===== config.mk =====
export PLATFORM = sky130hd
export DESIGN_NAME = ddasl_axis
export DESIGN_NICKNAME = d
export VERILOG_FILES = /design/src/ddasl_pkg.sv /design/src/ddasl_enc_if.sv /design/src/ddasl_axis.sv /design/src/ddasl_enc.sv
export VERILOG_INCLUDE_DIRS = /design/src /design/src/src
export SDC_FILE = /design/constraint.sdc
export NUM_CORES = 2
export LEC_CHECK = 0
export BUFFER_PORTS_ARGS = -buffer_cell sky130_fd_sc_hd__buf_2
export CAP_MARGIN = 25
export CORE_MARGIN = 4
export CORE_UTILIZATION = 50
export CTS_BUF_LIST = sky130_fd_sc_hd__clkbuf_8
export CTS_CLUSTER_SIZE = 24
export DETAILED_ROUTE_END_ITERATION = 16
export PLACE_DENSITY = 0.68
export REMOVE_ABC_BUFFERS = 1
export SETUP_SLACK_MARGIN = 0.5
export SLEW_MARGIN = 0
export SYNTH_ARGS = -nofsm -noshare
export SYNTH_HDL_FRONTEND = slang
export SYNTH_HIERARCHICAL = 1
export SYNTH_SLANG_ARGS = --single-unit

===== constraint.sdc =====
create_clock -name clk -period 13.9 [get_ports clk]
set_input_delay 2.78 -clock clk [delete_from_list [all_inputs] [get_ports clk]]
set_output_delay 2.78 -clock clk [all_outputs]
set_load 0.005 [all_outputs]

===== src/ddasl_map.svh =====
// Constants for the per-axis pulse generator and servo loop
`ifndef DDASL_MAP_SVH
`define DDASL_MAP_SVH

// Data widths
`define DDASL_POS_W      32
`define DDASL_CNT_W      28
`define DDASL_PRD_W      32
`define DDASL_DAC_W      16
`define DDASL_GAIN_W     16

// Largest pulse count of one move
`define DDASL_MAX_COUNT  28'hFFFFFFF

// Encoder input filter: cycles a level must stay stable
`define DDASL_FILT_LEN   4

// Interrupt flag positions
`define DDASL_IRQ_N      4
`define DDASL_IRQ_LOCAL  0
`define DDASL_IRQ_INDEX  1
`define DDASL_IRQ_CMP    2
`define DDASL_IRQ_TIMER  3

// Reset values
`define DDASL_DAC_RESET  16'h0000
`define DDASL_POS_RESET  32'h00000000

`endif


===== src/ddasl_pkg.sv =====
// Types shared by the pulse generator, encoder front end and loop
package ddasl_pkg;

  // Output pulse encodings
  typedef enum logic [1:0] {
    FMT_QUAD,
    FMT_DUAL,
    FMT_PDIR
  } ddasl_fmt_e;

  // Quadrature count multiplication
  typedef enum logic [1:0] {
    MULT_X1,
    MULT_X2,
    MULT_X4
  } ddasl_mult_e;

  // Move sequencer states
  typedef enum logic {
    ST_IDLE,
    ST_RUN
  } ddasl_state_e;

endpackage : ddasl_pkg


===== src/ddasl_enc_if.sv =====
// Filtered encoder events passed from the front end to the axis core
`timescale 1ns/1ns
interface ddasl_enc_if;
  logic up;
  logic dn;
  logic idx;

  modport src (output up, output dn, output idx);
  modport snk (input up, input dn, input idx);
endinterface : ddasl_enc_if


===== src/ddasl_axis.sv =====
// One motion axis: DDA pulse generator, position counters, P loop, events
// Function
// - Command and actual positions and the compare value are signed 32-bit.
// - Local input, index, compare match and timer events each have an enable.
// - A move latches its signed count and period and holds them until done.
// - Exactly the commanded pulses are spread evenly over the period.
// - Pulses leave as quadrature, dual-line step or step plus direction.
// - Encoder inputs are filtered before being counted or used by the loop.
// - With the loop on, an error counter adds DDA pulses and subtracts feedback.
// - The DAC code is the gain times the error count, clamped to the signed DAC range.
// - With the loop off, the host writes the DAC code directly.
// - With the loop off, the encoder count is available to the host.
// - With the loop on, host DAC writes and the host encoder count are blocked.
// - Encoder input is quadrature at x1, x2 or x4, or up/down pulses.
// - A move takes a count from zero to the 28-bit maximum.
`timescale 1ns/1ns
`include "ddasl_map.svh"
module ddasl_axis #(
  parameter int FILT_LEN = `DDASL_FILT_LEN,
  parameter int DAC_W    = `DDASL_DAC_W,
  parameter int GAIN_W   = `DDASL_GAIN_W
) (
  // Clock and reset
  input  wire logic                        clk,
  input  wire logic                        nrst,
  // Move command
  input  wire logic                        move_load,
  input  wire logic                        move_neg,
  input  wire logic [`DDASL_CNT_W-1:0]     move_count,
  input  wire logic [`DDASL_PRD_W-1:0]     distribution_period,
  output logic                             move_busy,
  output logic                             move_done,
  output logic                             move_reject,
  // Pulse output
  input  wire logic [1:0]                  step_format,
  output logic                             step_a,
  output logic                             step_b,
  // Encoder input
  input  wire logic                        enc_a,
  input  wire logic                        enc_b,
  input  wire logic                        enc_index,
  input  wire logic                        enc_updown,
  input  wire logic [1:0]                  enc_mult,
  // Closed loop and DAC
  input  wire logic                        loop_enable,
  input  wire logic signed [GAIN_W-1:0]    gain,
  input  wire logic                        host_dac_wr,
  input  wire logic [DAC_W-1:0]            host_dac_data,
  output logic [DAC_W-1:0]                 dac_code,
  output logic                             host_dac_refused,
  // Positions
  input  wire logic signed [`DDASL_POS_W-1:0] cmp_value,
  output logic signed [`DDASL_POS_W-1:0]   cmd_pos,
  output logic signed [`DDASL_POS_W-1:0]   act_pos,
  output logic signed [`DDASL_POS_W-1:0]   following_err,
  output logic signed [`DDASL_POS_W-1:0]   handwheel_pulse_source,
  // Interrupt sources
  input  wire logic                        local_in,
  input  wire logic [`DDASL_PRD_W-1:0]     timer_period,
  input  wire logic [`DDASL_IRQ_N-1:0]     irq_enable,
  input  wire logic [`DDASL_IRQ_N-1:0]     irq_clear,
  output logic [`DDASL_IRQ_N-1:0]          irq_flags,
  output logic                             irq
);

  localparam int PW = `DDASL_POS_W;
  localparam int TW = `DDASL_PRD_W;
  localparam int MW = PW + GAIN_W;

  ////////////////////////////////////////////////////////////////////////////
  // Helpers

  // Clamp a wide product to the signed DAC range
  function automatic logic [DAC_W-1:0] sat_dac(
    input logic signed [MW-1:0] v
  );
    logic signed [MW-1:0] hi;
    logic signed [MW-1:0] lo;
    hi = MW'((64'sd1 <<< (DAC_W - 1)) - 64'sd1);
    lo = -hi - MW'(1);
    if (v > hi) sat_dac = hi[DAC_W-1:0];
    else if (v < lo) sat_dac = lo[DAC_W-1:0];
    else sat_dac = v[DAC_W-1:0];
  endfunction : sat_dac

  // Signed +1, -1 or 0 for an up/down pair of pulses
  function automatic logic signed [PW-1:0] delta(
    input logic up,
    input logic dn
  );
    delta = (up && !dn) ? PW'(1) : (dn && !up) ? -PW'(1) : PW'(0);
  endfunction : delta

  ////////////////////////////////////////////////////////////////////////////
  // Encoder front end

  ddasl_enc_if enc_ev ();

  ddasl_enc #(
    .FILT_LEN (FILT_LEN)
  ) u_enc (
    .clk        (clk),
    .nrst       (nrst),
    .enc_a      (enc_a),
    .enc_b      (enc_b),
    .enc_index  (enc_index),
    .enc_updown (enc_updown),
    .enc_mult   (enc_mult),
    .ev         (enc_ev.src)
  );

  ////////////////////////////////////////////////////////////////////////////
  // Move sequencer and DDA accumulator

  ddasl_pkg::ddasl_state_e     state_q;
  logic [`DDASL_CNT_W-1:0]     cnt_q;
  logic                        neg_q;
  logic [TW-1:0]               prd_q;
  logic [TW-1:0]               elap_q;
  logic [TW:0]                 acc_q;
  logic [TW:0]                 acc_sum;
  logic                        idle;
  logic                        load_ok;
  logic                        dda_step;
  logic                        last_cyc;
  logic                        busy_q;
  logic                        done_q;
  logic                        rej_q;

  assign idle     = (state_q == ddasl_pkg::ST_IDLE);
  // Zero to full 28-bit count accepted; at most one pulse per clock
  assign load_ok  = (distribution_period != '0) &&
                    ({4'h0, move_count} <= distribution_period);
  assign acc_sum  = acc_q + {{(TW + 1 - `DDASL_CNT_W){1'b0}}, cnt_q};
  // Overflow of the accumulator marks the next pulse
  assign dda_step = !idle && (acc_sum >= {1'b0, prd_q});
  assign last_cyc = !idle && (elap_q == prd_q - TW'(1));

  // Count and period are held from load until the last cycle
  always_ff @(posedge clk or negedge nrst) begin
    if (!nrst) begin
      state_q <= ddasl_pkg::ST_IDLE;
      cnt_q   <= '0;
      neg_q   <= 1'b0;
      prd_q   <= '0;
      elap_q  <= '0;
      acc_q   <= '0;
    end else if (idle) begin
      if (move_load && load_ok) begin
        state_q <= ddasl_pkg::ST_RUN;
        cnt_q   <= move_count;
        neg_q   <= move_neg;
        prd_q   <= distribution_period;
        elap_q  <= '0;
        acc_q   <= '0;
      end
    end else begin
      acc_q  <= dda_step ? acc_sum - {1'b0, prd_q} : acc_sum;
      elap_q <= elap_q + TW'(1);
      if (last_cyc) state_q <= ddasl_pkg::ST_IDLE;
    end
  end

  // Status pulses; loads while running are ignored silently
  always_ff @(posedge clk or negedge nrst) begin
    if (!nrst) begin
      busy_q <= 1'b0;
      done_q <= 1'b0;
      rej_q  <= 1'b0;
    end else begin
      busy_q <= !(idle || last_cyc) || (idle && move_load && load_ok);
      done_q <= last_cyc;
      rej_q  <= idle && move_load && !load_ok;
    end
  end

  ////////////////////////////////////////////////////////////////////////////
  // Pulse output encoder

  ddasl_pkg::ddasl_fmt_e fmt;
  logic [1:0]            phase_q;
  logic                  sa_q;
  logic                  sb_q;
  logic [1:0]            phase_d;
  logic                  sa_d;
  logic                  sb_d;

  assign fmt     = ddasl_pkg::ddasl_fmt_e'(step_format);
  assign phase_d = !dda_step ? phase_q :
                   neg_q ? phase_q - 2'h1 : phase_q + 2'h1;

  // Format select
  always_comb begin
    case (fmt)
      ddasl_pkg::FMT_QUAD: begin
        sa_d = phase_d[1] ^ phase_d[0]; // Gray sequence, A leads when +
        sb_d = phase_d[1];
      end
      ddasl_pkg::FMT_DUAL: begin
        sa_d = dda_step && !neg_q; // dual_line_step_format
        sb_d = dda_step && neg_q;
      end
      ddasl_pkg::FMT_PDIR: begin
        sa_d = dda_step;
        sb_d = !neg_q; // High level means positive direction
      end
      default: begin
        sa_d = 1'b0;
        sb_d = 1'b0;
      end
    endcase
  end

  // Registered so the pins never glitch
  always_ff @(posedge clk or negedge nrst) begin
    if (!nrst) begin
      phase_q <= 2'h0;
      sa_q    <= 1'b0;
      sb_q    <= 1'b0;
    end else begin
      phase_q <= phase_d;
      sa_q    <= sa_d;
      sb_q    <= sb_d;
    end
  end

  ////////////////////////////////////////////////////////////////////////////
  // Position, host count and error counters

  logic signed [PW-1:0] cmd_q;
  logic signed [PW-1:0] act_q;
  logic signed [PW-1:0] host_cnt_q;
  logic signed [PW-1:0] err_q;
  logic signed [PW-1:0] cmd_dv;
  logic signed [PW-1:0] fb_dv;
  logic signed [PW-1:0] act_d;
  logic                 fb_any;

  assign cmd_dv = delta(dda_step && !neg_q, dda_step && neg_q);
  assign fb_dv  = delta(enc_ev.up, enc_ev.dn);
  assign fb_any = enc_ev.up ^ enc_ev.dn;
  assign act_d  = act_q + fb_dv;

  // Signed 32-bit counters wrap at the range ends
  always_ff @(posedge clk or negedge nrst) begin
    if (!nrst) begin
      cmd_q      <= `DDASL_POS_RESET;
      act_q      <= `DDASL_POS_RESET;
      host_cnt_q <= `DDASL_POS_RESET;
      err_q      <= `DDASL_POS_RESET;
    end else begin
      cmd_q <= cmd_q + cmd_dv;
      act_q <= act_d;
      // Host copy frozen while the loop owns the encoder
      if (!loop_enable) host_cnt_q <= host_cnt_q + fb_dv;
      // Error cleared while the loop is off, so enabling starts at zero
      err_q <= loop_enable ? err_q + cmd_dv - fb_dv : '0;
    end
  end

  ////////////////////////////////////////////////////////////////////////////
  // Velocity command and DAC ownership

  logic signed [MW-1:0] vel_prod;
  logic [DAC_W-1:0]     dac_q;
  logic                 refused_q;

  assign vel_prod = MW'(err_q) * MW'(gain);

  // Loop output wins; a host write only lands with the loop off
  always_ff @(posedge clk or negedge nrst) begin
    if (!nrst) begin
      dac_q     <= DAC_W'(`DDASL_DAC_RESET);
      refused_q <= 1'b0;
    end else begin
      if (loop_enable) dac_q <= sat_dac(vel_prod);
      else if (host_dac_wr) dac_q <= host_dac_data;
      refused_q <= loop_enable && host_dac_wr;
    end
  end

  ////////////////////////////////////////////////////////////////////////////
  // Interrupt sources

  logic [TW-1:0]              tmr_q;
  logic                       local_prev_q;
  logic [`DDASL_IRQ_N-1:0]    ev_vec;
  logic [`DDASL_IRQ_N-1:0]    flag_q;
  logic                       irq_q;
  logic                       tmr_hit;

  // Timer disabled with a zero period
  assign tmr_hit = (timer_period != '0) && (tmr_q >= timer_period - TW'(1));

  always_comb begin
    ev_vec = '0;
    ev_vec[`DDASL_IRQ_LOCAL] = local_in && !local_prev_q;
    ev_vec[`DDASL_IRQ_INDEX] = enc_ev.idx;
    ev_vec[`DDASL_IRQ_CMP]   = fb_any && (act_d == cmp_value);
    ev_vec[`DDASL_IRQ_TIMER] = tmr_hit;
  end

  // Set beats clear, so an event in the clear cycle survives
  always_ff @(posedge clk or negedge nrst) begin
    if (!nrst) begin
      tmr_q        <= '0;
      local_prev_q <= 1'b0;
      flag_q       <= '0;
      irq_q        <= 1'b0;
    end else begin
      tmr_q        <= tmr_hit ? '0 : tmr_q + TW'(1);
      local_prev_q <= local_in;
      flag_q <= (flag_q & ~irq_clear) | (ev_vec & irq_enable);
      irq_q  <= |((flag_q & ~irq_clear) | (ev_vec & irq_enable));
    end
  end

  ////////////////////////////////////////////////////////////////////////////
  // Outputs, all from flops

  assign move_busy              = busy_q;
  assign move_done              = done_q;
  assign move_reject            = rej_q;
  assign step_a                 = sa_q;
  assign step_b                 = sb_q;
  assign dac_code               = dac_q;
  assign host_dac_refused       = refused_q;
  assign cmd_pos                = cmd_q;
  assign act_pos                = act_q;
  assign following_err          = err_q;
  assign handwheel_pulse_source = host_cnt_q;
  assign irq_flags              = flag_q;
  assign irq                    = irq_q;

endmodule : ddasl_axis


===== src/ddasl_enc.sv =====
// Encoder front end: input filter and quadrature or up/down decoder
`timescale 1ns/1ns
`include "ddasl_map.svh"
module ddasl_enc #(
  parameter int FILT_LEN = `DDASL_FILT_LEN
) (
  // Clock and reset
  input  wire logic       clk,
  input  wire logic       nrst,
  // Raw encoder pins
  input  wire logic       enc_a,
  input  wire logic       enc_b,
  input  wire logic       enc_index,
  // Decoder setup
  input  wire logic       enc_updown,
  input  wire logic [1:0] enc_mult,
  // Filtered events
  ddasl_enc_if.src        ev
);

  localparam int FW = $clog2(FILT_LEN + 1);

  logic [2:0]    raw;
  logic [2:0]    cand_q;
  logic [2:0]    filt_q;
  logic [2:0]    prev_q;
  logic [FW-1:0] stab_q [3];
  logic          a_chg;
  logic          b_chg;
  logic          a_rise;
  logic          b_rise;
  logic          fwd;
  logic          qcnt;
  ddasl_pkg::ddasl_mult_e mult;

  assign raw  = {enc_index, enc_b, enc_a};
  assign mult = ddasl_pkg::ddasl_mult_e'(enc_mult);

  ////////////////////////////////////////////////////////////////////////////
  // Glitch filter: a level passes only once stable for FILT_LEN cycles
  always_ff @(posedge clk or negedge nrst) begin
    if (!nrst) begin
      cand_q <= 3'h0;
      filt_q <= 3'h0;
      prev_q <= 3'h0;
      for (int i = 0; i < 3; i++) stab_q[i] <= '0;
    end else begin
      cand_q <= raw;
      prev_q <= filt_q;
      for (int i = 0; i < 3; i++) begin
        if (raw[i] != cand_q[i]) begin
          stab_q[i] <= '0;
        end else if (stab_q[i] == FW'(FILT_LEN - 1)) begin
          filt_q[i] <= cand_q[i];
        end else begin
          stab_q[i] <= stab_q[i] + FW'(1);
        end
      end
    end
  end

  ////////////////////////////////////////////////////////////////////////////
  // Decoding on filtered levels only
  assign a_chg  = filt_q[0] ^ prev_q[0];
  assign b_chg  = filt_q[1] ^ prev_q[1];
  assign a_rise = filt_q[0] & ~prev_q[0];
  assign b_rise = filt_q[1] & ~prev_q[1];
  assign fwd    = filt_q[0] ^ prev_q[1]; // A leading B counts up
  // Multiplier picks which edges count
  assign qcnt   = (mult == ddasl_pkg::MULT_X4) ? (a_chg | b_chg) :
                  (mult == ddasl_pkg::MULT_X2) ? a_chg : a_rise;

  // Up/down mode uses A as up and B as down pulse lines
  assign ev.up  = enc_updown ? (a_rise & ~b_rise) : (qcnt & fwd);
  assign ev.dn  = enc_updown ? (b_rise & ~a_rise) : (qcnt & ~fwd);
  assign ev.idx = filt_q[2] & ~prev_q[2];

endmodule : ddasl_enc


Word-level counts from Yosys, hierarchy flattened. Index checks and enable logic that the tools add are counted.

$add $sub $neg: 16. Mux-type cells: 32. Bitwise logic cells: 27. $mul: 1. Equality and inequality tests: 15. Order comparisons: 5. Reduce and logical (&&, ||, !) cells: 37.

Operators with widths (number): 32-bit 2-to-1 mux (8); 32-bit adder (4); 33-bit 2-to-1 mux (3); 32-bit by 1-bit adder with 32-bit output (second input constant) (2); 32-bit equality test (2); 16-bit 2-to-1 mux (4); 32-bit nonzero test (2); 32-bit by 1-bit subtractor with 32-bit output (second input constant) (2); 48-bit by 16-bit greater-than comparator with 1-bit output (second input constant) (1); 48-bit by 16-bit < comparator with 1-bit output (second input constant) (1); 32-bit by 16-bit multiplier with 48-bit output (1); 33-bit by 28-bit adder with 33-bit output (1); 33-bit by 32-bit >= comparator with 1-bit output (1); 33-bit by 32-bit subtractor with 33-bit output (1); 32-bit >= comparator (1); 28-bit by 32-bit <= comparator with 1-bit output (1); 32-bit subtractor (1); 3-bit 2-to-1 mux (6); 1-bit logical AND (17); 1-bit NOT (10); 3-bit by 1-bit adder with 3-bit output (second input constant) (3); 3-bit by 2-bit equality test with 1-bit output (second input constant) (3); 4-bit AND (2); 1-bit logical NOT (8); other kinds (19) (48).

Register bits: 335. Output and inout bits: 155. Bits of input ports: 179. Word-level logic and storage cells: 163.

Depth between registers and ports, before layout.
Depth in word-level cells: 16. Mapped depth: 39. Mapped depth without buffers: 38.

Modules after synthesis. Netlist, hierarchy kept.

Modules (own cells, without submodules): ddasl_axis (area an instance 44270.0 µm², instances 1, cells an instance 5211, seq. area each 7932.6 µm²); ddasl_enc (area an instance 863.3 µm², instances 1, cells an instance 80, seq. area each 450.4 µm²).

Worst setup path after synthesis. Ideal clock, no wire load.

Path kind: input to register. Start: input gain[15]. End: register dac_q[10] (netlist: dac_code[10]). Required time: 13.775 ns. Slack: 4.207 ns. Arrival: 9.568 ns. Stages: 27. Buffers on the path: 4. Setup time: 0.125 ns. Cell sequence: clkbuf_1 clkinv_1 clkbuf_1 nor2_1 fa_1 fa_1 fa_1 fa_1 fa_1 inv_1 fa_1 inv_1 ha_1 buf_2 a21o_1 o21bai_1 a2111oi_2 o31ai_1 a22oi_2 nor3_1 o21ba_1 or4_1 nor4b_1 nand4_1 nor3_2 buf_2 o21ai_1.

Longest elaborated chain between the ends: 5. Elaborated cells on any way between the ends: 6. Those cells by class: mul: 1; order compare: 2; mux: 3.

RTL lines: start, declared (line ddasl_axis.sv:46) `input wire logic signed [GAIN_W-1:0] gain,`; 32-bit by 16-bit multiplier with 48-bit output (*) (line ddasl_axis.sv:268) `assign vel_prod = MW'(err_q) * MW'(gain);`; 48-bit by 16-bit < comparator with 1-bit output (line ddasl_axis.sv:82) `else if (v < lo) sat_dac = lo[DAC_W-1:0];`; 16-bit 2-to-1 mux (line ddasl_axis.sv:82); 16-bit 2-to-1 mux (*) (line ddasl_axis.sv:81) `if (v > hi) sat_dac = hi[DAC_W-1:0];`; 16-bit 2-to-1 mux (*) (line ddasl_axis.sv:276) `if (loop_enable) dac_q <= sat_dac(vel_prod);`; end signal, assigned (line ddasl_axis.sv:273) `` dac_q <= DAC_W'(`DDASL_DAC_RESET); ``; end signal, assigned (line ddasl_axis.sv:276); end signal, assigned (line ddasl_axis.sv:277) `else if (host_dac_wr) dac_q <= host_dac_data;`; end, declared (line ddasl_axis.sv:265) `logic [DAC_W-1:0] dac_q;`.

Mark *: on every way between the ends. The rest lies on a longest branch, timed or not. A chain may end at the register's enable or synchronous reset.

Worst setup path in the final report.
Start: input gain[1]. End: register dac_q[0] (netlist: dac_code[0]).

Same word-level chain as after synthesis.

==> impl_metrics.yaml <==
run_status:
  status: "finished clean"
setup_path:
  endpoint_kind: "register"
  r2r_start: "cnt_q[1]$_DFFE_PN0P_"
  critPathCapture: "dac_code[0]$_DFFE_PN0P_"
  critical_path_arrival_ns: 10.99
  crit_path_start: "gain[1]"
  max_stage_delay_ns: 0.78
  crit_slowest_cell: "nor3_2"
  critPathLaunchType: "input port"
  ff2ff_path_depth: 38
  r2r_slack_ns: 3.55
  worstReg2RegEnd: "cmd_pos[30]$_DFF_PN0_"
  cp_top_family: "adder cells"
  cp_max_fo: 32
  crit_path_frequent_cell: "fa_1"
  worstSetupPathType: "in2reg"
  cp_num_cells: 25
  cp.buffers_inverters: 6
  cp.required_ns: 14.42
yosys:
  synth_area_mm2: 0.04513
  yosysTopAreaCellShare_pct: 23.15
  syn_area_per_cell_um2: 8.530
  yosys.area.top_type: "fa_1"
  synth.area.top_cells: "fa_1 (23%), dfrtp_1 (19%), ha_1 (10%)"
  synth.ff_latch_count: 335
  synth_ff_type: "dfrtp_1"
  synthArstFlopShare_pct: 100.0
  seq_area_frac_synth_pct: 18.57
  synthMostInstantiatedCell: "inv_1"
  syn_inst: 5291
  synth.distinct_cells: 89
  yosys_warnings: 6
  synth-edff-count: 0
  synth_common_cells: "inv_1 (821), nand2_1 (631), fa_1 (522), ha_1 (373), dfrtp_1 (335)"
drt:
  wl_per_cell_um: 18.72
  wl_met2_mm: 60.21
  via_per_inst: 5.586
  wl_mm: 126.7
  wl_met1_mm: 53.03
  met3_length_mm: 8.169
  drcViolationCount: 0
  firstDrtPassIters: 5
  drtAntennaViolNets: 0
  drtIter0Drc: 2335
  top_layer: "met4"
  vias: 37800
clock_tree:
  worstSkewPairLatency_ns: 0.70
  cts_hold_buf: 0
  h-tree-depth: 3
  clk_pin_slew_ns: 0.05
  cts-resized-gates: 0
  root_buffer: "clkbuf_8"
  cts_setup_buffers: 0
  cts.sinks: 335
  cts_tree: "built"
  clk_path_buf_depth: 3
  cts_buffers: 70
floorplan:
  core_area_mm2: 0.08892
  die_h_um: 308.4
  start_util_pct: 50.76
  num_rows: 109
  die-area_mm2: 0.09514
  io_pins: 334
  die_x_um: 308.4
grt:
  grt_max_degree: 69
  grt_pass1_wl_mm: 205.4
  grt_pass1_vias: 38760
  antenna_found_initial: 2
  overflow: 0
  grt_usage_pct: 27.06
timing:
  hold_viol: 0
  setup_violations: 0
  rsz0062_at_grt: "no"
  worst-slew-pin-transition_ns: 1.134
  max_freq_ghz: 0.09547
  finalCriticalPeriod_ns: 10.47
  slew_viol_final: 0
  hold_ws_ns: 0.4219
  slew_headroom_pct: 24.41
  period_share_pct: 75.36
  skew_ns: 0.05929
  fin_tns_setup_ns: 0
cells_and_area:
  final-instance-count-excl-fill: 6768
  fillers: 8249
  drive_above_1_share_pct: 9.480
  multi_input_area_mm2: 0.03298
  nets: 6622
  seqCellArea_mm2: 0.008383
  syn_to_final_growth_pct: 9.426
placement:
  post-dp-hpwl_mm: 97.91
  dp.cells: 6638
  gp_congestion: 0.9313
  port_buffers: 333
job:
  max_cap_violations: 0
hold_path:
  hold_class: "reg2reg"
[final cells by class]
type,count,share of cell area (%)
clock buffer,91,2.536
multi-input combinational,3948,66.77
sequential,335,16.97
timing repair buffer,370,4.165
antenna,2,0.01013
inverter,823,6.255
clock inverter,34,0.3344
tap,1165,2.951
[through the flow]
stage,cell area [um^2],worst slack (ns),utilization [%]
after floorplan,44420,3.297,-
after global placement,47830,2.892,53.79
after CTS,49300,3.475,55.44
after global routing,49390,2.644,55.54
after detailed placement,47880,2.843,53.85
final,49390,3.425,55.54
[logic make-up after synthesis]
| family | after synthesis | synth area share (%) |
|---|---|---|
| muxes | 39 | 0.9148 |
| xor gates and xnor gates | 349 | 6.814 |
| and+or+nand+nor | 1683 | 17.96 |
| DFF | 335 | 18.57 |
| buffers and inverters | 1008 | 8.422 |
| AOI/OAI and AO/OA | 982 | 13.83 |
| adders and majority gates | 895 | 33.49 |
[sequential cells by signal, indices dropped and copies added, names as in the netlist, 2 cells and up]
| register | flops |
|---|---|
| act_pos | 32 |
| following_err | 32 |
| handwheel_pulse_source | 32 |
| elap_q | 32 |
| u_enc/filt_q | 3 |
| phase_q | 2 |
| u_enc/prev_q | 3 |
| prd_q | 32 |
| tmr_q | 32 |
| cmd_pos | 32 |
| cnt_q | 28 |
| u_enc/cand_q | 3 |
| acc_q | 33 |
| dac_code | 16 |
| irq_flags | 4 |
| u_enc/stab_q | 9 |
[how the worst min path moves through the flow]
stage	startpoint	end	slack, ns	cells after the start
2_1_floorplan	u_enc/filt_q[2]$_DFFE_PN0P_	u_enc/prev_q[2]$_DFF_PN0_	0.39	0
4_1_cts	u_enc/filt_q[2]$_DFFE_PN0P_	u_enc/prev_q[2]$_DFF_PN0_	0.42	0
6_report	u_enc/filt_q[2]$_DFFE_PN0P_	u_enc/prev_q[2]$_DFF_PN0_	0.42	0
3_5_place_dp	u_enc/filt_q[2]$_DFFE_PN0P_	u_enc/prev_q[2]$_DFF_PN0_	0.41	0
3_3_place_gp	u_enc/filt_q[2]$_DFFE_PN0P_	u_enc/prev_q[2]$_DFF_PN0_	0.40	0
5_1_grt	u_enc/filt_q[2]$_DFFE_PN0P_	u_enc/prev_q[2]$_DFF_PN0_	0.43	0
[worst register-to-register path: cells and delay by family (launching register included)]
family          cells  cell delay [ns]
buf+inv             4             1.41
flops               1             0.42
compound gates     21             5.71
fa+ha+maj           3             0.93
simple gates        8             1.46
xor+xnor            2             0.34
[cell usage in the layout, fill, tap and decap left out, types with 41 or more instances in the layout]
| master | count |
|---|---|
| nor2_1 | 293 |
| ha_1 | 372 |
| dfrtp_1 | 335 |
| buf_2 | 331 |
| a21oi_1 | 243 |
| xnor2_1 | 224 |
| inv_1 | 845 |
| nand2b_1 | 43 |
| a21o_1 | 116 |
| nand4_1 | 52 |
| nand3_1 | 118 |
| nor4_1 | 41 |
| o21ai_1 | 79 |
| xor2_1 | 124 |
| and3_1 | 43 |
| o21a_1 | 47 |
| nor3_1 | 78 |
| fa_1 | 522 |
| nand2_1 | 630 |
| and2_1 | 244 |
| o21ai_0 | 186 |
| a31oi_1 | 57 |
| clkbuf_8 | 91 |
[per-layer routing]
layer / vias to the layer above / GRT usage [%]
met4: 0 / 11.02
met2: 1156 / 45.31
met3: 286 / 5.013
met5: - / 0
met1: 18480 / 34.76
li1: 17890 / -
Power is left out: the tool's default activity adds up to more than one toggle a clock period on the data nets, which glitch-free logic cannot reach.
